<file path="src/include/ssq_regs.vh">
`ifndef SSQ_REGS_VH
`define SSQ_REGS_VH
// register selectors on the query/command port
`define SSQ_SEL_STB      4'h0
`define SSQ_SEL_SRE      4'h1
`define SSQ_SEL_ESR      4'h2
`define SSQ_SEL_ESE      4'h3
`define SSQ_SEL_COMM_ERROR_EVENT_REG     4'h4
`define SSQ_SEL_CESE     4'h5
`define SSQ_SEL_OVERLOAD_CONDITION_REG     4'h6
`define SSQ_SEL_OVERLOAD_EVENT_REG     4'h7
`define SSQ_SEL_OVSE     4'h8
`define SSQ_SEL_BTN      4'h9
`define SSQ_SEL_TOKEN    4'ha
`define SSQ_SEL_TERM     4'hb
// status byte fields
`define SSQ_STB_OVERLOAD_SUMMARY_BIT     0
`define SSQ_STB_IDLE     4
`define SSQ_STB_ESB      5
`define SSQ_STB_MSS      6
`define SSQ_STB_COMM_ERROR_SUMMARY_BIT     7
// field widths
`define SSQ_OV_W         5
`define SSQ_BTN_W        4
// reset values
`define SSQ_TOKEN_RST    1'h0
`define SSQ_TERM_RST     3'h3
`define SSQ_MASK_RST     8'h00
// terminator codes
`define SSQ_TERM_NONE    3'h0
`define SSQ_TERM_CR      3'h1
`define SSQ_TERM_LF      3'h2
`define SSQ_TERM_RETURN_THEN_LINEFEED    3'h3
`define SSQ_TERM_LINEFEED_THEN_RETURN    3'h4
`define SSQ_TERM_MAX     3'h4
`define SSQ_CHAR_CR      8'h0d
`define SSQ_CHAR_LF      8'h0a
`endif
</file>
<file path="src/design/ssq_status_core.v">
`timescale 1ns/10ps
`include "ssq_regs.vh"
`default_nettype none
module ssq_status_core (
    // clock and reset
    input  wire        ref_clk,
    input  wire        rst_n,
    // query and command port
    input  wire        cmd_valid,
    input  wire        cmd_write,
    input  wire        cmd_bit_mode,
    input  wire [2:0]  cmd_bit,
    input  wire [3:0]  cmd_sel,
    input  wire [7:0]  cmd_wdata,
    input  wire        cmd_clear_status,
    output reg  [7:0]  rsp_data,
    output reg         rsp_valid,
    output reg         rsp_is_keyword,
    // terminator sequence for the response formatter
    output wire [1:0]  term_len,
    output wire [7:0]  term_char0,
    output wire [7:0]  term_char1,
    // event sources, one-cycle pulses from the same clock
    input  wire [7:0]  std_event_set,
    input  wire [7:0]  comm_error_set,
    input  wire        button_press,
    input  wire [3:0]  button_channel,
    // asynchronous level inputs
    input  wire [4:0]  overload_in,
    input  wire        input_buffer_empty,
    input  wire        parser_idle,
    // state
    output wire [7:0]  status_summary_byte,
    output wire        keyword_response_mode,
    output reg         status_n
);
    reg  [4:0] ov_s1_reg;
    reg  [4:0] overload_condition_reg;
    reg  [1:0] idle_s1_reg;
    reg  [1:0] idle_s2_reg;
    reg  [4:0] ov_prev_reg;
    reg  [4:0] overload_event_reg;
    reg  [7:0] std_event_reg;
    reg  [7:0] comm_error_event_reg;
    reg  [4:0] ov_enable_reg;
    reg  [7:0] std_enable_reg;
    reg  [7:0] comm_enable_reg;
    reg  [7:0] service_request_mask;
    reg  [3:0] last_button_query;
    reg        token_reg;
    reg  [2:0] term_reg;
    reg  [7:0] srq_prev_reg;
    reg  [7:0] rdata_next;
    reg        kw_next;
    wire       rd;
    wire       wr;
    wire [7:0] bit_sel;
    wire [7:0] clr_mask;
    wire       overload_summary_bit;
    wire       std_event_summary_bit;
    wire       comm_error_summary_bit;
    wire       master_summary_bit;
    wire       idle_bit;
    wire [7:0] stb_low;
    wire [7:0] srq_now;
    wire       new_srq;

    assign rd = cmd_valid & ~cmd_write;
    assign wr = cmd_valid & cmd_write;
    assign bit_sel  = 8'h01 << cmd_bit;
    assign clr_mask = cmd_bit_mode ? bit_sel : 8'hff;

    // input synchronisers
    always @(posedge ref_clk or negedge rst_n) begin
        if (!rst_n) begin
            ov_s1_reg              <= 5'h00;
            overload_condition_reg <= 5'h00;
            idle_s1_reg            <= 2'h0;
            idle_s2_reg            <= 2'h0;
        end else begin
            ov_s1_reg              <= overload_in;
            overload_condition_reg <= ov_s1_reg;
            idle_s1_reg            <= {input_buffer_empty, parser_idle};
            idle_s2_reg            <= idle_s1_reg;
        end
    end

    // summaries
    assign overload_summary_bit   = |(overload_event_reg & ov_enable_reg);
    assign std_event_summary_bit  = |(std_event_reg & std_enable_reg);
    assign comm_error_summary_bit = |(comm_error_event_reg & comm_enable_reg);
    assign idle_bit = idle_s2_reg[1] & idle_s2_reg[0];
    assign stb_low  = {comm_error_summary_bit, 1'b0, std_event_summary_bit, idle_bit,
                       3'h0, overload_summary_bit};
    assign srq_now  = stb_low & service_request_mask;
    assign master_summary_bit = |srq_now;
    assign status_summary_byte = stb_low | ({7'h00, master_summary_bit} << `SSQ_STB_MSS);
    assign new_srq = |(srq_now & ~srq_prev_reg);
    assign keyword_response_mode = token_reg;

    // event, enable and setting registers
    always @(posedge ref_clk or negedge rst_n) begin
        if (!rst_n) begin
            ov_prev_reg          <= 5'h00;
            overload_event_reg   <= 5'h00;
            std_event_reg        <= 8'h00;
            comm_error_event_reg <= 8'h00;
            ov_enable_reg        <= 5'h00;
            std_enable_reg       <= `SSQ_MASK_RST;
            comm_enable_reg      <= `SSQ_MASK_RST;
            service_request_mask <= `SSQ_MASK_RST;
            last_button_query    <= 4'h0;
            token_reg            <= `SSQ_TOKEN_RST;
            term_reg             <= `SSQ_TERM_RST;
            srq_prev_reg         <= 8'h00;
            status_n             <= 1'b1;
        end else begin
            ov_prev_reg <= overload_condition_reg;
            // clear on read first, set wins over clear
            if (cmd_clear_status) begin
                overload_event_reg   <= overload_condition_reg & ~ov_prev_reg;
                std_event_reg        <= std_event_set;
                comm_error_event_reg <= comm_error_set;
            end else begin
                overload_event_reg <= (overload_event_reg
                    & ~((rd && cmd_sel == `SSQ_SEL_OVERLOAD_EVENT_REG) ? clr_mask[4:0] : 5'h00))
                    | (overload_condition_reg & ~ov_prev_reg);
                std_event_reg <= (std_event_reg
                    & ~((rd && cmd_sel == `SSQ_SEL_ESR) ? clr_mask : 8'h00))
                    | std_event_set;
                comm_error_event_reg <= (comm_error_event_reg
                    & ~((rd && cmd_sel == `SSQ_SEL_COMM_ERROR_EVENT_REG) ? clr_mask : 8'h00))
                    | comm_error_set;
            end
            if (button_press)
                last_button_query <= button_channel;
            else if (rd && cmd_sel == `SSQ_SEL_BTN)
                last_button_query <= 4'h0;
            if (wr) begin
                case (cmd_sel)
                    `SSQ_SEL_SRE:   service_request_mask <= cmd_wdata & 8'hbf;
                    `SSQ_SEL_ESE:   std_enable_reg <= cmd_wdata;
                    `SSQ_SEL_CESE:  comm_enable_reg <= cmd_wdata;
                    `SSQ_SEL_OVSE:  ov_enable_reg <= cmd_wdata[4:0];
                    `SSQ_SEL_TOKEN: token_reg <= cmd_wdata[0];
                    `SSQ_SEL_TERM: begin
                        if (cmd_wdata[2:0] <= `SSQ_TERM_MAX && cmd_wdata[7:3] == 5'h00)
                            term_reg <= cmd_wdata[2:0];
                    end
                    default: begin
                    end
                endcase
            end
            // status line: set on new condition, released by status byte query
            srq_prev_reg <= srq_now;
            if (new_srq)
                status_n <= 1'b0;
            else if (rd && cmd_sel == `SSQ_SEL_STB)
                status_n <= 1'b1;
        end
    end

    // response mux
    always @* begin
        rdata_next = 8'h00;
        kw_next    = 1'b0;
        case (cmd_sel)
            `SSQ_SEL_STB:   rdata_next = status_summary_byte;
            `SSQ_SEL_SRE:   rdata_next = service_request_mask;
            `SSQ_SEL_ESR:   rdata_next = std_event_reg;
            `SSQ_SEL_ESE:   rdata_next = std_enable_reg;
            `SSQ_SEL_COMM_ERROR_EVENT_REG:  rdata_next = comm_error_event_reg;
            `SSQ_SEL_CESE:  rdata_next = comm_enable_reg;
            `SSQ_SEL_OVERLOAD_CONDITION_REG:  rdata_next = {3'h0, overload_condition_reg};
            `SSQ_SEL_OVERLOAD_EVENT_REG:  rdata_next = {3'h0, overload_event_reg};
            `SSQ_SEL_OVSE:  rdata_next = {3'h0, ov_enable_reg};
            `SSQ_SEL_BTN:   rdata_next = {4'h0, last_button_query};
            `SSQ_SEL_TOKEN: begin
                rdata_next = {7'h00, token_reg};
                kw_next    = token_reg;
            end
            `SSQ_SEL_TERM: begin
                rdata_next = {5'h00, term_reg};
                kw_next    = token_reg;
            end
            default: begin
                rdata_next = 8'h00;
            end
        endcase
        if (cmd_bit_mode)
            rdata_next = {7'h00, |(rdata_next & bit_sel)};
    end

    always @(posedge ref_clk or negedge rst_n) begin
        if (!rst_n) begin
            rsp_data       <= 8'h00;
            rsp_valid      <= 1'b0;
            rsp_is_keyword <= 1'b0;
        end else begin
            rsp_valid      <= rd;
            rsp_data       <= rd ? rdata_next : rsp_data;
            rsp_is_keyword <= rd ? kw_next : rsp_is_keyword;
        end
    end

    ssq_term_gen u_term (
        .term_sel   (term_reg),
        .term_len   (term_len),
        .term_char0 (term_char0),
        .term_char1 (term_char1)
    );
endmodule // ssq_status_core
`default_nettype wire

</file>
<file path="src/design/ssq_term_gen.v">
`timescale 1ns/10ps
`include "ssq_regs.vh"
`default_nettype none
// terminator character sequence for a selection code
module ssq_term_gen (
    // selection
    input  wire [2:0]  term_sel,
    // sequence
    output reg  [1:0]  term_len,
    output reg  [7:0]  term_char0,
    output reg  [7:0]  term_char1
);
    always @* begin
        term_len   = 2'h0;
        term_char0 = 8'h00;
        term_char1 = 8'h00;
        case (term_sel)
            `SSQ_TERM_CR: begin
                term_len   = 2'h1;
                term_char0 = `SSQ_CHAR_CR;
            end
            `SSQ_TERM_LF: begin
                term_len   = 2'h1;
                term_char0 = `SSQ_CHAR_LF;
            end
            `SSQ_TERM_RETURN_THEN_LINEFEED: begin
                term_len   = 2'h2;
                term_char0 = `SSQ_CHAR_CR;
                term_char1 = `SSQ_CHAR_LF;
            end
            `SSQ_TERM_LINEFEED_THEN_RETURN: begin
                term_len   = 2'h2;
                term_char0 = `SSQ_CHAR_LF;
                term_char1 = `SSQ_CHAR_CR;
            end
            default: begin
                term_len   = 2'h0;
            end
        endcase
    end
endmodule // ssq_term_gen
`default_nettype wire

</file>
<file path="config.mk">
export PLATFORM = sky130hd
export DESIGN_NAME = ssq_status_core
export DESIGN_NICKNAME = d
export VERILOG_FILES = /design/src/design/ssq_status_core.v /design/src/design/ssq_term_gen.v
export VERILOG_INCLUDE_DIRS = /design/src /design/src/include
export SDC_FILE = /design/constraint.sdc
export NUM_CORES = 1
export LEC_CHECK = 0
export BUFFER_PORTS_ARGS = -buffer_cell sky130_fd_sc_hd__buf_4
export CORE_UTILIZATION = 50
export DETAILED_ROUTE_END_ITERATION = 12
export PLACE_DENSITY = 0.75
export SLEW_MARGIN = 20
export SYNTH_ARGS = -nofsm -noshare
export SYNTH_HDL_FRONTEND = slang
export SYNTH_HIERARCHICAL = 1
export SYNTH_SLANG_ARGS = --single-unit
</file>
<file path="constraint.sdc">
create_clock -name ref_clk -period 2.5 [get_ports ref_clk]
set_input_delay 0.625 -clock ref_clk [delete_from_list [all_inputs] [get_ports ref_clk]]
set_output_delay 0.625 -clock ref_clk [all_outputs]
set_load 0.01 [all_outputs]
</file>
# Word level (Yosys, flattened, before mapping)
# Index checks and enable logic that the tools add are counted.
# classes
magnitude_cmp	1
n_mul	0
n_shift	1
bitwise_logic	23
n_div	0
reduce_logical	27
n_addsub	0
eq_ne	15
muxes	17
# op_table
operator	n
$pmux 8 s12	1
$and 8x8->8	7
$mux 8	6
$reduce_or 8->1	5
$not 8->8	3
$eq 4x3->1 const B	4
$eq 4x4->1 const B	4
$or 8x8->8	2
$pmux 4 s2	2
$and 5x5->5	3
$mux 5	2
$not 5->5	2
$reduce_and 2->1	5
$reduce_or 2->1	5
$eq 4x2->1 const B	2
$mux 4	2
$or 8x7->8	1
$shl 1x3->8 const A	1
$eq 3x2->1 const B	2
$logic_and 1x1->1	6
$logic_not 5->1	1
$or 5x5->5	1
$reduce_or 5->1	1
$eq 4x1->1 const B	1
other kinds (10)	15
# totals
wordCells	104
ram_bits	0
ff_bits	95
in_bits	49
latch_bits	0
n_memories	0
romBits	0
out_inout_bits	38

# Longest topological paths before layout
# depth
word_depth	9
ltp_mapped	9
mapped_depth_nobuf	7

# By module
# Netlist, hierarchy kept.
# by_module_without_submodules
module	cells_each	area_each_um2	n_inst
ssq_status_core	393	4499.3	1
ssq_term_gen	23	163.9	1

# Least setup slack after synthesis
# No wires, ideal clock.
# synth_timing
kind	input to register
start	in cmd_sel[1]
end	reg rsp_data[0]
path_stages	9
slack_ns	0.404
setup_ns	0.134
arrival_time_ns	1.962
path_cell_list	buf_4 > buf_6 > nand2_2 > a2bb2oi_1 > o22ai_1 > a211oi_1 > o211ai_1 > a2111oi_2 > a21oi_1
# synth_between
elab_chain_len	5
# synth_rtl
element	line	rtl
start: declaration	ssq_status_core.v:13	input wire [3:0] cmd_sel,
$eq 4x4->1, or another cell as far along	ssq_status_core.v:167	case (cmd_sel)
$pmux 8 s12 *	ssq_status_core.v:167	
$and 8x8->8	ssq_status_core.v:191	rdata_next = {7'h00, |(rdata_next & bit_sel)};
$reduce_or 8->1	ssq_status_core.v:191	
$mux 8 *	ssq_status_core.v:190	if (cmd_bit_mode)
end signal: assignment	ssq_status_core.v:201	rsp_data <= rd ? rdata_next : rsp_data;
end: declaration	ssq_status_core.v:16	output reg [7:0] rsp_data,
# Mark *: on every way between the ends. The rest lies on a longest branch, timed or not.
# A chain may end at the register's enable or synchronous reset.

# Final worst setup path
# layout_timing
start	reg std_enable_reg[0]
end	out status_summary_byte[5]
# layout_between
elab_chain_len	3
# layout_rtl
element	line	rtl
start: declaration	ssq_status_core.v:46	reg [7:0] std_enable_reg;
start signal: assignment	ssq_status_core.v:109	std_enable_reg <= `SSQ_MASK_RST;
start signal: assignment	ssq_status_core.v:142	`SSQ_SEL_ESE: std_enable_reg <= cmd_wdata;
$and 8x8->8	ssq_status_core.v:90	assign std_event_summary_bit = |(std_event_reg & std_enable_reg);
$reduce_or 8->1	ssq_status_core.v:90	
$or 8x7->8	ssq_status_core.v:97	assign status_summary_byte = stb_low | ({7'h00, master_summary_bit} << `SSQ_STB_MSS);
end: declaration	ssq_status_core.v:33	output wire [7:0] status_summary_byte,
# Every way passes these cells.

==> reports/results.txt <==
CTS clock-pin slew for the worst setup and hold paths: 0.09 ns
final worst setup slack: 0.0301 ns
Final HPWL DP: 9440 um
most common cell after layout, fill and taps aside: buf_4
Final Setup Violations: 0
Mapped Cells: 416
number of synthesized flops with an enable pin: 0
Crit path max-delay family: simple AND/OR/NAND/NOR gates
startpoint types: flop
Worst-Margin Slew: 0.757 ns
Nets: 545
GR Overflow Total: 0
NetSw: 1.08 mW
Critical Path Fanout Max: 3
Root Buffer: clkbuf_8
CTS max path bufs: 2
Crit Path Class: flop to output port
sequential cell area: 2280 sq um
largest net degree at the start of global routing: 50
router iterations before antenna repair: 5
Core ar.: 8890 sq um
DRC: 0
yosys warns: 6
chip height: 98.6 um
placed cell count: 587
Worst EP arrival: 1.84 ns
Final Slew Violations: 0
Ant. Diodes: 0
DR vias: 3740
area of the multi-input gates: 2080 sq um
Sink Count: 91
Place WS: 0.0587 ns
Rows: 34
Worst slew margin: 0.495
Final min period: 2.47 ns
ANT nets after route: 0
H-tree depth: 3
number of DRC markers in iteration 0: 268
Synth cell types: 72
RSZ-0062 raised after global routing: false
sequential area share after synthesis: 0.489
CTS tree: done
first-pass GRT wire length: 20000 um
worst path cell trace: a22o_1, or4_4, buf_4
Bufs and invs on worst path: 1
Final Skew: 0.0108 ns
crit path max-delay cell type: or4_4
Routed Wire Length: 12700 um
Initial Util: 0.524
count of input and output buffers: 75
pwr/cell area: 669 nW/um^2
post-DR vias/cell: 6.14
Yosys reg bits: 91
area leader, netlist: dfrtp_1
Synth Area per Inst: 11.2 sq um
commonest cells after routing, fill and taps aside: 96 x buf_4, 88 x dfrtp_1, 37 x nand2_1
Die Area: 9720 sq um
period utilization: 0.988
CTS Hold Bufs: 0
setup TNS: 0 ns
Fillers: 744
peak supply drop: 400 uV
Area contributors post-synth: dfrtp_1 47%, mux2_2 7.7%, buf_4 3.4%, a31o_2 3.0%, nand2_1 3.0%
drt wl/cell: 20.9 um
DIE WIDTH: 98.6 um
Clk pwr share: 0.314
Largest stage delay, worst path: 0.56 ns
Sw Ratio: 0.293
WP data required: 1.88 ns
Seq pwr share: 0.486
Total GRT Usage: 0.275
Synth top area share: 0.472
layout cells sized above 1: 0.375
logic gate share of total power: 0.200
P_int: 2.61 mW
Final Util: 0.622
status: finished clean
total CTS buffers: 9
vias in the first global route: 3536
Area growth, synth to finish: 18.5%
synthesized area: 4660 sq um
io pins: 87
Critical Path End Type: output port
Hold Vio Cnt, Final: 0
Placer Congestion: 0.928
fmax: 405 MHz
hold crit path type: primary input to async pin
Non-Filler Instances: 609
Clk Latency, worst-skew pair: 0.36 ns
MaxCap Viol Count: 0
Static Leakage: 2.52 nW
initial antenna violation count: 0
fraction of registers with async set/reset: 1.00
Main synth FF type: dfrtp_1
through the flow:
stage	total power [mW]	hold WS [ns]	instance area, sq um
3_5_place_dp	2.51	0.336	5240
3_3_place_gp	2.49	0.332	5240
4_1_cts	3.68	0.249	5490
2_1_floorplan	2.22	0.329	4700
6_report	3.70	0.229	5530
5_1_grt	3.85	0.275	5530
power by group through the flow:
stage | clock network [mW] | logic, mW | registers [mW]
final | 1.16 | 0.738 | 1.80
after global routing | 1.24 | 0.802 | 1.81
after CTS | 1.18 | 0.704 | 1.79
after detailed placement | 0 | 0.690 | 1.82
after global placement | 0 | 0.675 | 1.81
after floorplan | 0 | 0.468 | 1.76
cell type report:
class / instances / share of cell area
well taps: 108 / 0.0245
flip-flops and latches: 91 / 0.413
multi-input cells: 281 / 0.376
repair buffers: 97 / 0.134
inverters: 16 / 0.0109
clock buffers: 10 / 0.0249
clock inverters: 6 / 0.0170
path summary, 6_finish.rpt:
path	start	endpoint	slack (ns)	cells past startpoint
max reg2reg	std_enable_reg[3]	rsp_data[0]	0.27	8
min	rst_n	last_button_query[3]	0.23	1
min reg2reg	idle_s1_reg[1]	idle_s2_reg[1]	0.35	0
min in group ref_clk	idle_s1_reg[1]	idle_s2_reg[1]	0.35	0
max	std_enable_reg[0]	status_summary_byte[5]	0.03	3
max in group asynchronous	rst_n	term_reg[0]	1.58	2
Yosys cell counts (all sizes together), types with 7 or more instances:
cell type and number:
dfrtp 88, nand2 38, mux2 32, buf 31, a31o 16, inv 16
nand2b 15, o21ai 14, a22oi 12, nor2 11, a22o 9, mux2i 9
nor2b 9, a21oi 7, o211ai 7
worst reg2reg max path, delay by kind of cell, from the launching register on:
family	cells	cell delay (ns)
buffers and inverters	1	0.17
DFF	1	0.45
and+or+nand+nor	1	0.13
AOI/OAI and AO/OA	6	1.34
per-layer routing:
layer  GRT usage  part of all wire  up-vias
li1            -                 -     1664
met1       0.395              0.46     1868
met2       0.425              0.45      178
met3      0.0518             0.059       30
met4      0.0804             0.026        0
met5           0                 0        -
cells by family (layout without fill, tap and decap cells):
| kind of cell | Yosys count | after routing | synth area share |
|---|---|---|---|
| mux | 41 | 41 | 0.0966 |
| other cells | 2 | 11 | 0.00161 |
| simple gates | 120 | 120 | 0.151 |
| xor+xnor | 3 | 3 | 0.00564 |
| buf+inv | 53 | 129 | 0.0738 |
| compound gates | 106 | 106 | 0.182 |
| flops | 91 | 91 | 0.489 |
repair_timing:
item / in CTS / in global routing
pin swaps: 2 / 3
setup endpoints to repair: 1 / 1
buffers inserted: 2 / 4
gates resized for setup: 0 / 1
Power figures use the tool's default switching activity.
